--- config.mk ---
export PLATFORM = sky130hd
export DESIGN_NAME = reset_source_control
export DESIGN_NICKNAME = d
export VERILOG_FILES = /design/src/hdl/reset_source_pkg.sv /design/src/hdl/reset_source_control.sv
export SDC_FILE = /design/constraint.sdc
export NUM_CORES = 1
export LEC_CHECK = 0
export ABC_AREA = 1
export BUFFER_PORTS_ARGS = -buffer_cell sky130_fd_sc_hd__buf_2
export CAP_MARGIN = 20
export CORE_UTILIZATION = 45
export CTS_CLUSTER_DIAMETER = 80
export CTS_CLUSTER_SIZE = 14
export DETAILED_ROUTE_END_ITERATION = 8
export PLACE_DENSITY = 0.76
export SETUP_SLACK_MARGIN = 0.3
export SLEW_MARGIN = 25
export SYNTH_ARGS = -nofsm -noshare
export SYNTH_HDL_FRONTEND = slang
export SYNTH_SLANG_ARGS = --single-unit
--- constraint.sdc ---
create_clock -name clk -period 1.5 [get_ports clk]
set_clock_uncertainty 0.15 [all_clocks]
set_input_delay 0.075 -clock clk [delete_from_list [all_inputs] [get_ports clk]]
set_output_delay 0.075 -clock clk [all_outputs]
set_load 0.03 [all_outputs]
--- src/hdl/reset_source_pkg.sv ---
// Package holding constants and types shared by the reset source controller
package reset_source_pkg;

    // Clock rate and derived timing
    localparam int CLK_PERIOD_NS       = 8;
    localparam int EXT_FILTER_NS       = 100;   // Shortest pin low pulse taken as a reset
    localparam int BROWNOUT_FILTER_NS  = 200;   // Supply low time before brown-out reset
    localparam int EXT_FILTER_CYC      = (EXT_FILTER_NS + CLK_PERIOD_NS - 1) / CLK_PERIOD_NS;
    localparam int BROWNOUT_FILTER_CYC = (BROWNOUT_FILTER_NS + CLK_PERIOD_NS - 1) / CLK_PERIOD_NS;
    localparam int FILT_W              = 8;

    // Power-up timer: eleven-bit counter of RC periods
    localparam int           POWERUP_TIMER_W        = 11;
    localparam logic [10:0]  POWERUP_TIMER_LAST     = 11'h7FF;   // 2048 periods, 0..2047
    localparam logic [10:0]  POWERUP_TIMER_ZERO     = 11'h000;

    // APB register map (byte addresses)
    localparam int           ADDR_W        = 12;
    localparam logic [11:0]  RESET_CAUSE_CONTROL_OFFSET   = 12'h000;
    localparam logic [11:0]  STATUS_OFFSET = 12'h004;
    localparam logic [31:0]  DATA_ZERO     = 32'h0000_0000;

    // Brown-out configuration field encodings
    localparam logic [1:0]   BOR_CFG_OFF   = 2'h0;
    localparam logic [1:0]   BOR_CFG_SW    = 2'h1;
    localparam logic [1:0]   BOR_CFG_NOSLP = 2'h2;
    localparam logic [1:0]   BOR_CFG_ON    = 2'h3;

    // Bit positions in the reset cause register
    localparam int IRQ_PRIO_BIT = 7;
    localparam int SW_BOR_BIT   = 6;
    localparam int RI_BIT       = 4;
    localparam int BOR_BIT      = 0;
    localparam int PORF_BIT     = 1;

    // Synchroniser lanes for asynchronous inputs
    localparam int          NSYNC     = 4;
    localparam int          SY_PIN    = 0;
    localparam int          SY_POR    = 1;
    localparam int          SY_LOW    = 2;
    localparam int          SY_RC     = 3;
    localparam logic [3:0]  SYNC_INIT = 4'h3;   // Pin idle high, power-on pulse high

    // Reset cause and control register layout
    typedef struct packed {
        logic irqPriorityEn;
        logic swBrownoutEn;
        logic unused5;
        logic resetInstrFlag;
        logic watchdogExpiredFlag;
        logic haltSeenFlag;
        logic powerOnFlag;
        logic brownoutFlag;
    } reset_cause_control_t;

    // Value loaded on power-on with software brown-out control off
    localparam reset_cause_control_t RESET_CAUSE_CONTROL_POR = '{1'b0, 1'b0, 1'b0, 1'b1, 1'b1, 1'b1, 1'b0, 1'b0};

    // Reset sequencer states
    typedef enum logic [1:0] {
        ST_RUN      = 2'b00,
        ST_BROWNOUT = 2'b01,
        ST_POWERUP_TIMER     = 2'b10
    } bor_state_t;

endpackage : reset_source_pkg

--- src/hdl/reset_source_control.sv ---
// Reset source controller: pin, power-on and brown-out resets with cause register on APB
//
// Notes on behaviour
// Interrupt priority enable bit selects priority levels or single-level scheme.
// Software brown-out enable acts only with configuration 01; otherwise reads zero.
// Software brown-out enable resets to one only under software configuration.
// Executed reset instruction clears its flag; only firmware sets it again; the code also sets it on power-on reset.
// Watchdog flag set by power-up, clear-watchdog or halt; cleared by time-out.
// Halt-seen flag set by power-up or clear-watchdog; cleared by halt.
// Power-on flag cleared by power-on reset only; never set by hardware.
// Brown-out reset clears the brown-out flag; only firmware sets it again.
// Five low flags cleared by events, set by software, identify last reset; the code lets software write only bits 4, 1 and 0.
// Software should set the power-on flag after detecting a power-on reset.
// Software reads brown-out when brown-out flag is 0 and power-on flag 1.
// Holding the reset pin low resets; short pulses are filtered out.
// Reset pin is never driven low; it stays an input.
// With pin reset disabled, pin is a plain digital input without reset.
// On-chip power-on pulse places the device in reset.
// Enabled brown-out resets when supply low lasts beyond the filter time.
// Device stays in brown-out reset while the supply stays low.
// Enabled power-up timer holds reset a further delay after supply recovers.
// Supply low during power-up timer re-enters brown-out and restarts timer.
// Brown-out enable and power-up timer enable are configured independently.
// Configuration 10 enables brown-out in run and idle, disables in sleep.
// Configuration 11 always enables brown-out; software cannot turn it off.
// Power-up timer is an eleven-bit RC-clocked counter of 2048 periods.
// Async reset sources assert the reset and release through two-stage synchroniser.
//
// Our own choices: the APB interface to the registers and the placing of the registers.
`timescale 1ns/10ps
module reset_source_control (
    input  wire logic        clk,                // System clock, 125 MHz
    input  wire logic        rst_n,              // Synchronous reset, active low
    input  wire logic        psel,               // APB select
    input  wire logic        penable,            // APB access phase
    input  wire logic        pwrite,             // APB write
    input  wire logic [11:0] paddr,              // APB byte address
    input  wire logic [31:0] pwdata,             // APB write data
    output logic      [31:0] prdata,             // APB read data
    output logic             pready,             // APB ready
    output logic             pslverr,            // APB error on unmapped address
    input  wire logic        extResetN,          // Reset pin, asynchronous
    input  wire logic        powerOnPulse,       // On-chip power-on pulse, asynchronous
    input  wire logic        supplyLow,          // Supply below brown-out threshold, asynchronous
    input  wire logic        rcClock,            // Internal RC oscillator, sampled
    input  wire logic [1:0]  brownoutCfg,        // Brown-out configuration field
    input  wire logic        extResetPinEn,      // Pin reset function enable
    input  wire logic        powerupTimerEn,     // Power-up timer enable
    input  wire logic        sleepMode,          // Device is in sleep
    input  wire logic        resetInstrExec,     // Reset instruction executed, pulse
    input  wire logic        watchdogTimeout,    // Watchdog time-out, pulse
    input  wire logic        clearWatchdogInstr, // Clear-watchdog instruction, pulse
    input  wire logic        haltInstr,          // Halt instruction, pulse
    output logic             deviceResetN,       // Device reset, active low
    output logic             irqPriorityEn,      // Interrupt priority scheme select
    output logic             brownoutDetectEn,   // Brown-out detector enable
    output logic             pinDigitalIn,       // Pin level when used as digital input
    output logic             extResetOe          // Reset pin output enable, always low
);

    // Effective brown-out enable for a configuration, software bit and sleep state
    function automatic logic borEnabled(input logic [1:0] cfg, input logic swEn, input logic slp);
        logic en;
        en = 1'b0;
        unique case (cfg)
            reset_source_pkg::BOR_CFG_OFF:   en = 1'b0;
            reset_source_pkg::BOR_CFG_SW:    en = swEn;
            reset_source_pkg::BOR_CFG_NOSLP: en = !slp;
            reset_source_pkg::BOR_CFG_ON:    en = 1'b1;
        endcase
        return en;
    endfunction : borEnabled

    reset_source_pkg::reset_cause_control_t      reset_cause_control_reg;
    reset_source_pkg::bor_state_t borState_reg;
    logic [1:0]                   syncReg [reset_source_pkg::NSYNC];
    logic [reset_source_pkg::NSYNC-1:0] syncOut;
    logic                         rcPrev_reg;
    logic                         rcEdge;
    logic [reset_source_pkg::FILT_W-1:0] pinFilt_reg;
    logic [reset_source_pkg::FILT_W-1:0] borFilt_reg;
    logic                         pinReset_reg;
    logic [reset_source_pkg::POWERUP_TIMER_W-1:0] pwrtCnt_reg;
    logic                         porPrev_reg;
    logic                         borEn;
    logic                         apbAccess;
    logic                         apbDone;
    logic                         rconSel;
    logic                         statusSel;
    logic                         rconWrite;
    logic                         anyReset;

    // Two-flop synchronisers for every asynchronous input
    genvar gi;
    generate
        for (gi = 0; gi < reset_source_pkg::NSYNC; gi++) begin : g_sync
            logic rawIn;
            assign rawIn = (gi == reset_source_pkg::SY_PIN) ? extResetN :
                           (gi == reset_source_pkg::SY_POR) ? powerOnPulse :
                           (gi == reset_source_pkg::SY_LOW) ? supplyLow : rcClock;
            always_ff @(posedge clk) begin
                if (!rst_n) begin
                    syncReg[gi] <= {2{reset_source_pkg::SYNC_INIT[gi]}};
                end else begin
                    syncReg[gi] <= {syncReg[gi][0], rawIn};
                end
            end
            assign syncOut[gi] = syncReg[gi][1];
        end
    endgenerate

    // RC clock edge from the second synchroniser stage only
    always_ff @(posedge clk) begin
        if (!rst_n) begin
            rcPrev_reg <= 1'b0;
        end else begin
            rcPrev_reg <= syncOut[reset_source_pkg::SY_RC];
        end
    end
    assign rcEdge = syncOut[reset_source_pkg::SY_RC] && !rcPrev_reg;

    // Brown-out enable decode shared by detector and status read
    assign borEn = borEnabled(brownoutCfg, reset_cause_control_reg.swBrownoutEn, sleepMode);

    // Pin noise filter: reset only after a sustained low level
    always_ff @(posedge clk) begin
        if (!rst_n) begin
            pinFilt_reg  <= '0;
            pinReset_reg <= 1'b0;
        end else if (!extResetPinEn || syncOut[reset_source_pkg::SY_PIN]) begin
            pinFilt_reg  <= '0;
            pinReset_reg <= 1'b0;
        end else if (pinFilt_reg == reset_source_pkg::FILT_W'(reset_source_pkg::EXT_FILTER_CYC - 1)) begin
            pinReset_reg <= 1'b1;
        end else begin
            pinFilt_reg  <= pinFilt_reg + 1'b1;
        end
    end

    // Brown-out detector and power-up timer sequencer
    always_ff @(posedge clk) begin
        if (!rst_n) begin
            borState_reg <= reset_source_pkg::ST_RUN;
            borFilt_reg  <= '0;
            pwrtCnt_reg  <= reset_source_pkg::POWERUP_TIMER_ZERO;
            porPrev_reg  <= 1'b1;
        end else begin
            porPrev_reg <= syncOut[reset_source_pkg::SY_POR];
            unique case (borState_reg)
                reset_source_pkg::ST_RUN: begin
                    pwrtCnt_reg <= reset_source_pkg::POWERUP_TIMER_ZERO;
                    if (!borEn || !syncOut[reset_source_pkg::SY_LOW]) begin
                        borFilt_reg <= '0;
                        if (porPrev_reg && !syncOut[reset_source_pkg::SY_POR] && powerupTimerEn) begin
                            borState_reg <= reset_source_pkg::ST_POWERUP_TIMER;   // Timer after power-on pulse
                        end
                    end else if (borFilt_reg ==
                                 reset_source_pkg::FILT_W'(reset_source_pkg::BROWNOUT_FILTER_CYC - 1)) begin
                        borState_reg <= reset_source_pkg::ST_BROWNOUT;
                    end else begin
                        borFilt_reg <= borFilt_reg + 1'b1;
                    end
                end
                reset_source_pkg::ST_BROWNOUT: begin
                    borFilt_reg <= '0;
                    pwrtCnt_reg <= reset_source_pkg::POWERUP_TIMER_ZERO;
                    if (!syncOut[reset_source_pkg::SY_LOW]) begin
                        borState_reg <= powerupTimerEn ? reset_source_pkg::ST_POWERUP_TIMER
                                                       : reset_source_pkg::ST_RUN;
                    end
                end
                reset_source_pkg::ST_POWERUP_TIMER: begin
                    borFilt_reg <= '0;
                    if (syncOut[reset_source_pkg::SY_LOW] && borEn) begin
                        borState_reg <= reset_source_pkg::ST_BROWNOUT;
                        pwrtCnt_reg  <= reset_source_pkg::POWERUP_TIMER_ZERO;
                    end else if (rcEdge) begin
                        if (pwrtCnt_reg == reset_source_pkg::POWERUP_TIMER_LAST) begin
                            borState_reg <= reset_source_pkg::ST_RUN;
                        end
                        pwrtCnt_reg <= pwrtCnt_reg + 1'b1;
                    end
                end
                default: begin
                    borState_reg <= reset_source_pkg::ST_RUN;
                end
            endcase
        end
    end

    // APB decode
    assign apbAccess = psel && penable;
    assign apbDone   = apbAccess && pready;
    assign rconSel   = (paddr == reset_source_pkg::RESET_CAUSE_CONTROL_OFFSET);
    assign statusSel = (paddr == reset_source_pkg::STATUS_OFFSET);
    assign rconWrite = apbDone && pwrite && rconSel;

    // APB answer: one wait state, registered data and error
    always_ff @(posedge clk) begin
        if (!rst_n) begin
            pready  <= 1'b0;
            pslverr <= 1'b0;
            prdata  <= reset_source_pkg::DATA_ZERO;
        end else if (apbAccess && !pready) begin
            pready  <= 1'b1;
            pslverr <= !(rconSel || statusSel);
            if (pwrite || !(rconSel || statusSel)) begin
                prdata <= reset_source_pkg::DATA_ZERO;
            end else if (rconSel) begin
                prdata <= {24'h000000, reset_cause_control_reg.irqPriorityEn,
                           reset_cause_control_reg.swBrownoutEn && (brownoutCfg == reset_source_pkg::BOR_CFG_SW),
                           1'b0, reset_cause_control_reg[4:0]};
            end else begin
                prdata <= {24'h000000, 1'b0, brownoutCfg, borEn, pinReset_reg,
                           syncOut[reset_source_pkg::SY_PIN], borState_reg};
            end
        end else begin
            pready  <= 1'b0;
            pslverr <= 1'b0;
            prdata  <= reset_source_pkg::DATA_ZERO;
        end
    end

    // Control bits of the cause register
    always_ff @(posedge clk) begin
        if (!rst_n || syncOut[reset_source_pkg::SY_POR]) begin
            reset_cause_control_reg.irqPriorityEn <= reset_source_pkg::RESET_CAUSE_CONTROL_POR.irqPriorityEn;
            reset_cause_control_reg.swBrownoutEn  <= (brownoutCfg == reset_source_pkg::BOR_CFG_SW);
            reset_cause_control_reg.unused5       <= 1'b0;
        end else if (rconWrite) begin
            reset_cause_control_reg.irqPriorityEn <= pwdata[reset_source_pkg::IRQ_PRIO_BIT];
            if (brownoutCfg == reset_source_pkg::BOR_CFG_SW) begin
                reset_cause_control_reg.swBrownoutEn <= pwdata[reset_source_pkg::SW_BOR_BIT];
            end
        end
    end

    // Reset event flags: hardware events win over a software write
    always_ff @(posedge clk) begin
        if (!rst_n || syncOut[reset_source_pkg::SY_POR]) begin
            reset_cause_control_reg.resetInstrFlag      <= reset_source_pkg::RESET_CAUSE_CONTROL_POR.resetInstrFlag;
            reset_cause_control_reg.watchdogExpiredFlag <= reset_source_pkg::RESET_CAUSE_CONTROL_POR.watchdogExpiredFlag;
            reset_cause_control_reg.haltSeenFlag        <= reset_source_pkg::RESET_CAUSE_CONTROL_POR.haltSeenFlag;
            reset_cause_control_reg.powerOnFlag         <= reset_source_pkg::RESET_CAUSE_CONTROL_POR.powerOnFlag;
            reset_cause_control_reg.brownoutFlag        <= reset_source_pkg::RESET_CAUSE_CONTROL_POR.brownoutFlag;
        end else begin
            if (resetInstrExec) begin
                reset_cause_control_reg.resetInstrFlag <= 1'b0;
            end else if (rconWrite) begin
                reset_cause_control_reg.resetInstrFlag <= pwdata[reset_source_pkg::RI_BIT];
            end
            if (watchdogTimeout) begin
                reset_cause_control_reg.watchdogExpiredFlag <= 1'b0;
            end else if (clearWatchdogInstr || haltInstr) begin
                reset_cause_control_reg.watchdogExpiredFlag <= 1'b1;
            end
            if (clearWatchdogInstr) begin
                reset_cause_control_reg.haltSeenFlag <= 1'b1;
            end else if (haltInstr) begin
                reset_cause_control_reg.haltSeenFlag <= 1'b0;
            end
            if (rconWrite) begin
                reset_cause_control_reg.powerOnFlag <= pwdata[reset_source_pkg::PORF_BIT];
            end
            if (borState_reg == reset_source_pkg::ST_BROWNOUT) begin
                reset_cause_control_reg.brownoutFlag <= 1'b0;
            end else if (rconWrite) begin
                reset_cause_control_reg.brownoutFlag <= pwdata[reset_source_pkg::BOR_BIT];
            end
        end
    end

    // Combined reset request, released through the synchronised sources
    assign anyReset = syncOut[reset_source_pkg::SY_POR] || pinReset_reg ||
                      (borState_reg != reset_source_pkg::ST_RUN) || resetInstrExec || watchdogTimeout;

    // Registered outputs
    always_ff @(posedge clk) begin
        if (!rst_n) begin
            deviceResetN     <= 1'b0;
            irqPriorityEn    <= 1'b0;
            brownoutDetectEn <= 1'b0;
            pinDigitalIn     <= 1'b1;
            extResetOe       <= 1'b0;
        end else begin
            deviceResetN     <= !anyReset;
            irqPriorityEn    <= reset_cause_control_reg.irqPriorityEn;
            brownoutDetectEn <= borEn;
            pinDigitalIn     <= syncOut[reset_source_pkg::SY_PIN];
            extResetOe       <= 1'b0;
        end
    end
endmodule : reset_source_control

==> flow_summary.toml <==
[cts]
cts_tree = "yes"
h-tree-depth = 3
postCtsHoldBufs = 22
cts_sinks = 61
numCtsBuffers = 9
clk_pin_slew_ns = 0.08
clockBufferDepth = 2
clock_latency_ns = 0.36
cts_root_buf = "clkbuf_8"

[placed_design]
dp_hpwl_um = 4480
port_buffers = 48
routabilityCongestion = 0.842
dp.cells = 549

[worst_setup_path]
startpoint_type = "register"
reg2reg_slack_ns = -0.14
crit_arrival_ns = 1.77
r2r-end = "borState_reg[1]"
reg2reg_depth = 11
path_max_fanout = 4
path_class = "register to register"
required_ns = 1.62
r2r-start = "reset_cause_control_reg[6]"
worstSetupEndpointType = "register"
crit_path_start = "reset_cause_control_reg[6]"
crit_end = "borState_reg[1]"

[timing]
hold_viol = 4
hold_slack_ns = -0.0315
rsz0062_at_grt = "yes"
timing.final.crit_share_pct = 110
drv_slew = 0
fmax_mhz = 608
min_period_ns = 1.64
worst_slack_ns = -0.144
setup-violations-final = 18

[synth]
postSynthAreaPerCell_sq_um = 7.47
async_reset_ff_share_pct = 0
synth_flop_cell = "dfxtp_1"
syn_inst = 401
synth_common_cells = "nand2_1, dfxtp_1, inv_1"
synth_warnings = 0
ys_seq_area_share_pct = 41.1
netlist.area_leader.share_pct = 40.1
synth_edf_count = 1
ys_ff_latch = 61
syn-cell-area_sq_um = 2990
post-synth-top-count-cell = "nand2_1"
yosysUniqueCellTypes = 39
synth_area_leaders = "dfxtp_1, nand2_1, inv_1, buf_4, nor2_1"
synth_top_area_cell = "dfxtp_1"

[route]
totalWireLength_um = 9230
viasPerCell = 5.05
via_count = 3061
drt-pass1-iter-count = 4
ant_nets = 0
remaining_drc_errors = 0
wl_per_cell_um = 15.2
drt-initial-drc-count = 174

[floorplan]
dieHeight_um = 83.6
num_rows = 29
dieArea_sq_um = 6980
die_x_um = 83.6
initial_core_util_pct = 46.9
coreArea_sq_um = 6390
ios = 101

[grt]
track_usage_pct = 22.4
grt_max_degree = 12
antenna_found_initial = 0
overflow = 0
grt_pass1_vias = 2843
grt_first_pass_wirelength_um = 12500

[outcome]
status = "finished, violations left"
violations = "hold timing, setup timing"

[finish]
fillers = 400
layout.cells.non_filler = 606
diodes = 0
fin_nets = 595
regArea_sq_um = 1260
largest_register_ffs = 11
drive_above_1_share_pct = 49.1
area_growth_pct = 55.5
multi_input_area_sq_um = 1970

[min_path]
holdCritStartpoint = "rst_n"
hold_path.class = "input port to register"

[power_and_ir_drop]
power.leakage_nw = 2.11
total_power_mw = 6.20
power_density_nw_per_um2 = 1330
peakVddDrop_mv = 1.03

[flow_run]
cap_violations = 0
[layout by cell type (no fill, tap or decap), types with 3 or more instances in the layout]
cell and n:
nand3_1 10, buf_4 36, nand2_1 53, dfxtp_1 47, a21oi_2 16, a21oi_1 4
ha_4 7, xnor2_1 3, inv_2 15, nor2_2 9, nand3_2 14, nand2_4 16
clkbuf_8 11, nand2_2 14, buf_6 9, nor2_1 36, o21ai_2 6, dfxtp_4 6
xor2_1 3, nand2_8 4, nand4_1 6, nor3_1 6, dfxtp_2 7, o22ai_2 5
conb_1 25, inv_4 5, dlygate4sd3_1 22, buf_2 48, nor2_4 8, inv_1 39
nor3_2 3, or2_2 4
[worst max-delay path: stages, from the launching register on]
cell	delay, ns
edfxtp_1	0.36
nand3_2	0.11
nand2_4	0.10
nand2_4	0.07
buf_12	0.15
nand2_8	0.08
nand2_2	0.05
nor2_2	0.11
nand2_2	0.10
nand2_1	0.09
nand2_1	0.06
nor2_1	0.12
[where the power goes]
group / switching [mW] / total, mW / internal (mW)
logic: 1.65 / 2.71 / 1.06
registers: 0.0863 / 1.82 / 1.74
clock network: 0.705 / 1.67 / 0.962
[worst min path at each step]
stage	to	slack [ns]	depth (start not counted)
after detailed placement	deviceResetN	0.11	2
final	pinDigitalIn	-0.03	3
after global placement	syncReg[2][0]	0.11	3
after floorplan	deviceResetN	0.002	1
after CTS	prdata[3]	-0.08	4
after global routing	pinDigitalIn	-0.03	3
[layout make-up]
class | instances | area share (%)
clock buffer | 12 | 3.79
clock inverter | 4 | 1.10
inverter | 60 | 5.27
multi-input combinational | 276 | 42.4
sequential | 61 | 27.1
tap | 77 | 2.07
timing repair buffer | 116 | 18.3
[kinds of logic after synthesis]
group,Yosys count,share of synthesized area (%)
other,1,0.125
buffers and inverters,90,15.2
adders and majority gates,9,3.76
and+or+nand+nor,188,28.8
xor gates and xnor gates,6,1.76
AOI/OAI and AO/OA,46,9.24
DFF,61,41.1
[timing repair]
item,in CTS,in global routing
buffers inserted,8,9
setup endpoints to repair,41,44
gates resized for setup,80,68
pin swaps,30,32
cloned,2,0
hold endpoints to repair,28,8
[per-stage QoR]
| stage | utilization [%] | setup TNS, ns | setup slack, ns | instance area, sq um |
|---|---|---|---|---|
| finish | 72.9 | -0.806 | -0.144 | 4660 |
| global route | 72.9 | -2.35 | -0.211 | 4660 |
| CTS | 67.7 | -0.154 | -0.0310 | 4320 |
| detailed placement | 55.4 | -0.680 | -0.0893 | 3540 |
| global placement | 55.4 | -0.0894 | -0.0189 | 3540 |
| floorplan | - | -0.00622 | -0.00622 | 3200 |
[metal layers]
layer | GRT usage (%) | part of all wire, % | up-vias
li1 | - | - | 1466
met1 | 25.5 | 38 | 1449
met2 | 39.4 | 53 | 112
met3 | 5.24 | 5.0 | 34
met4 | 10.6 | 3.7 | 0
met5 | 0 | 0 | -
Note: power is estimated with default switching activity, not from simulation.
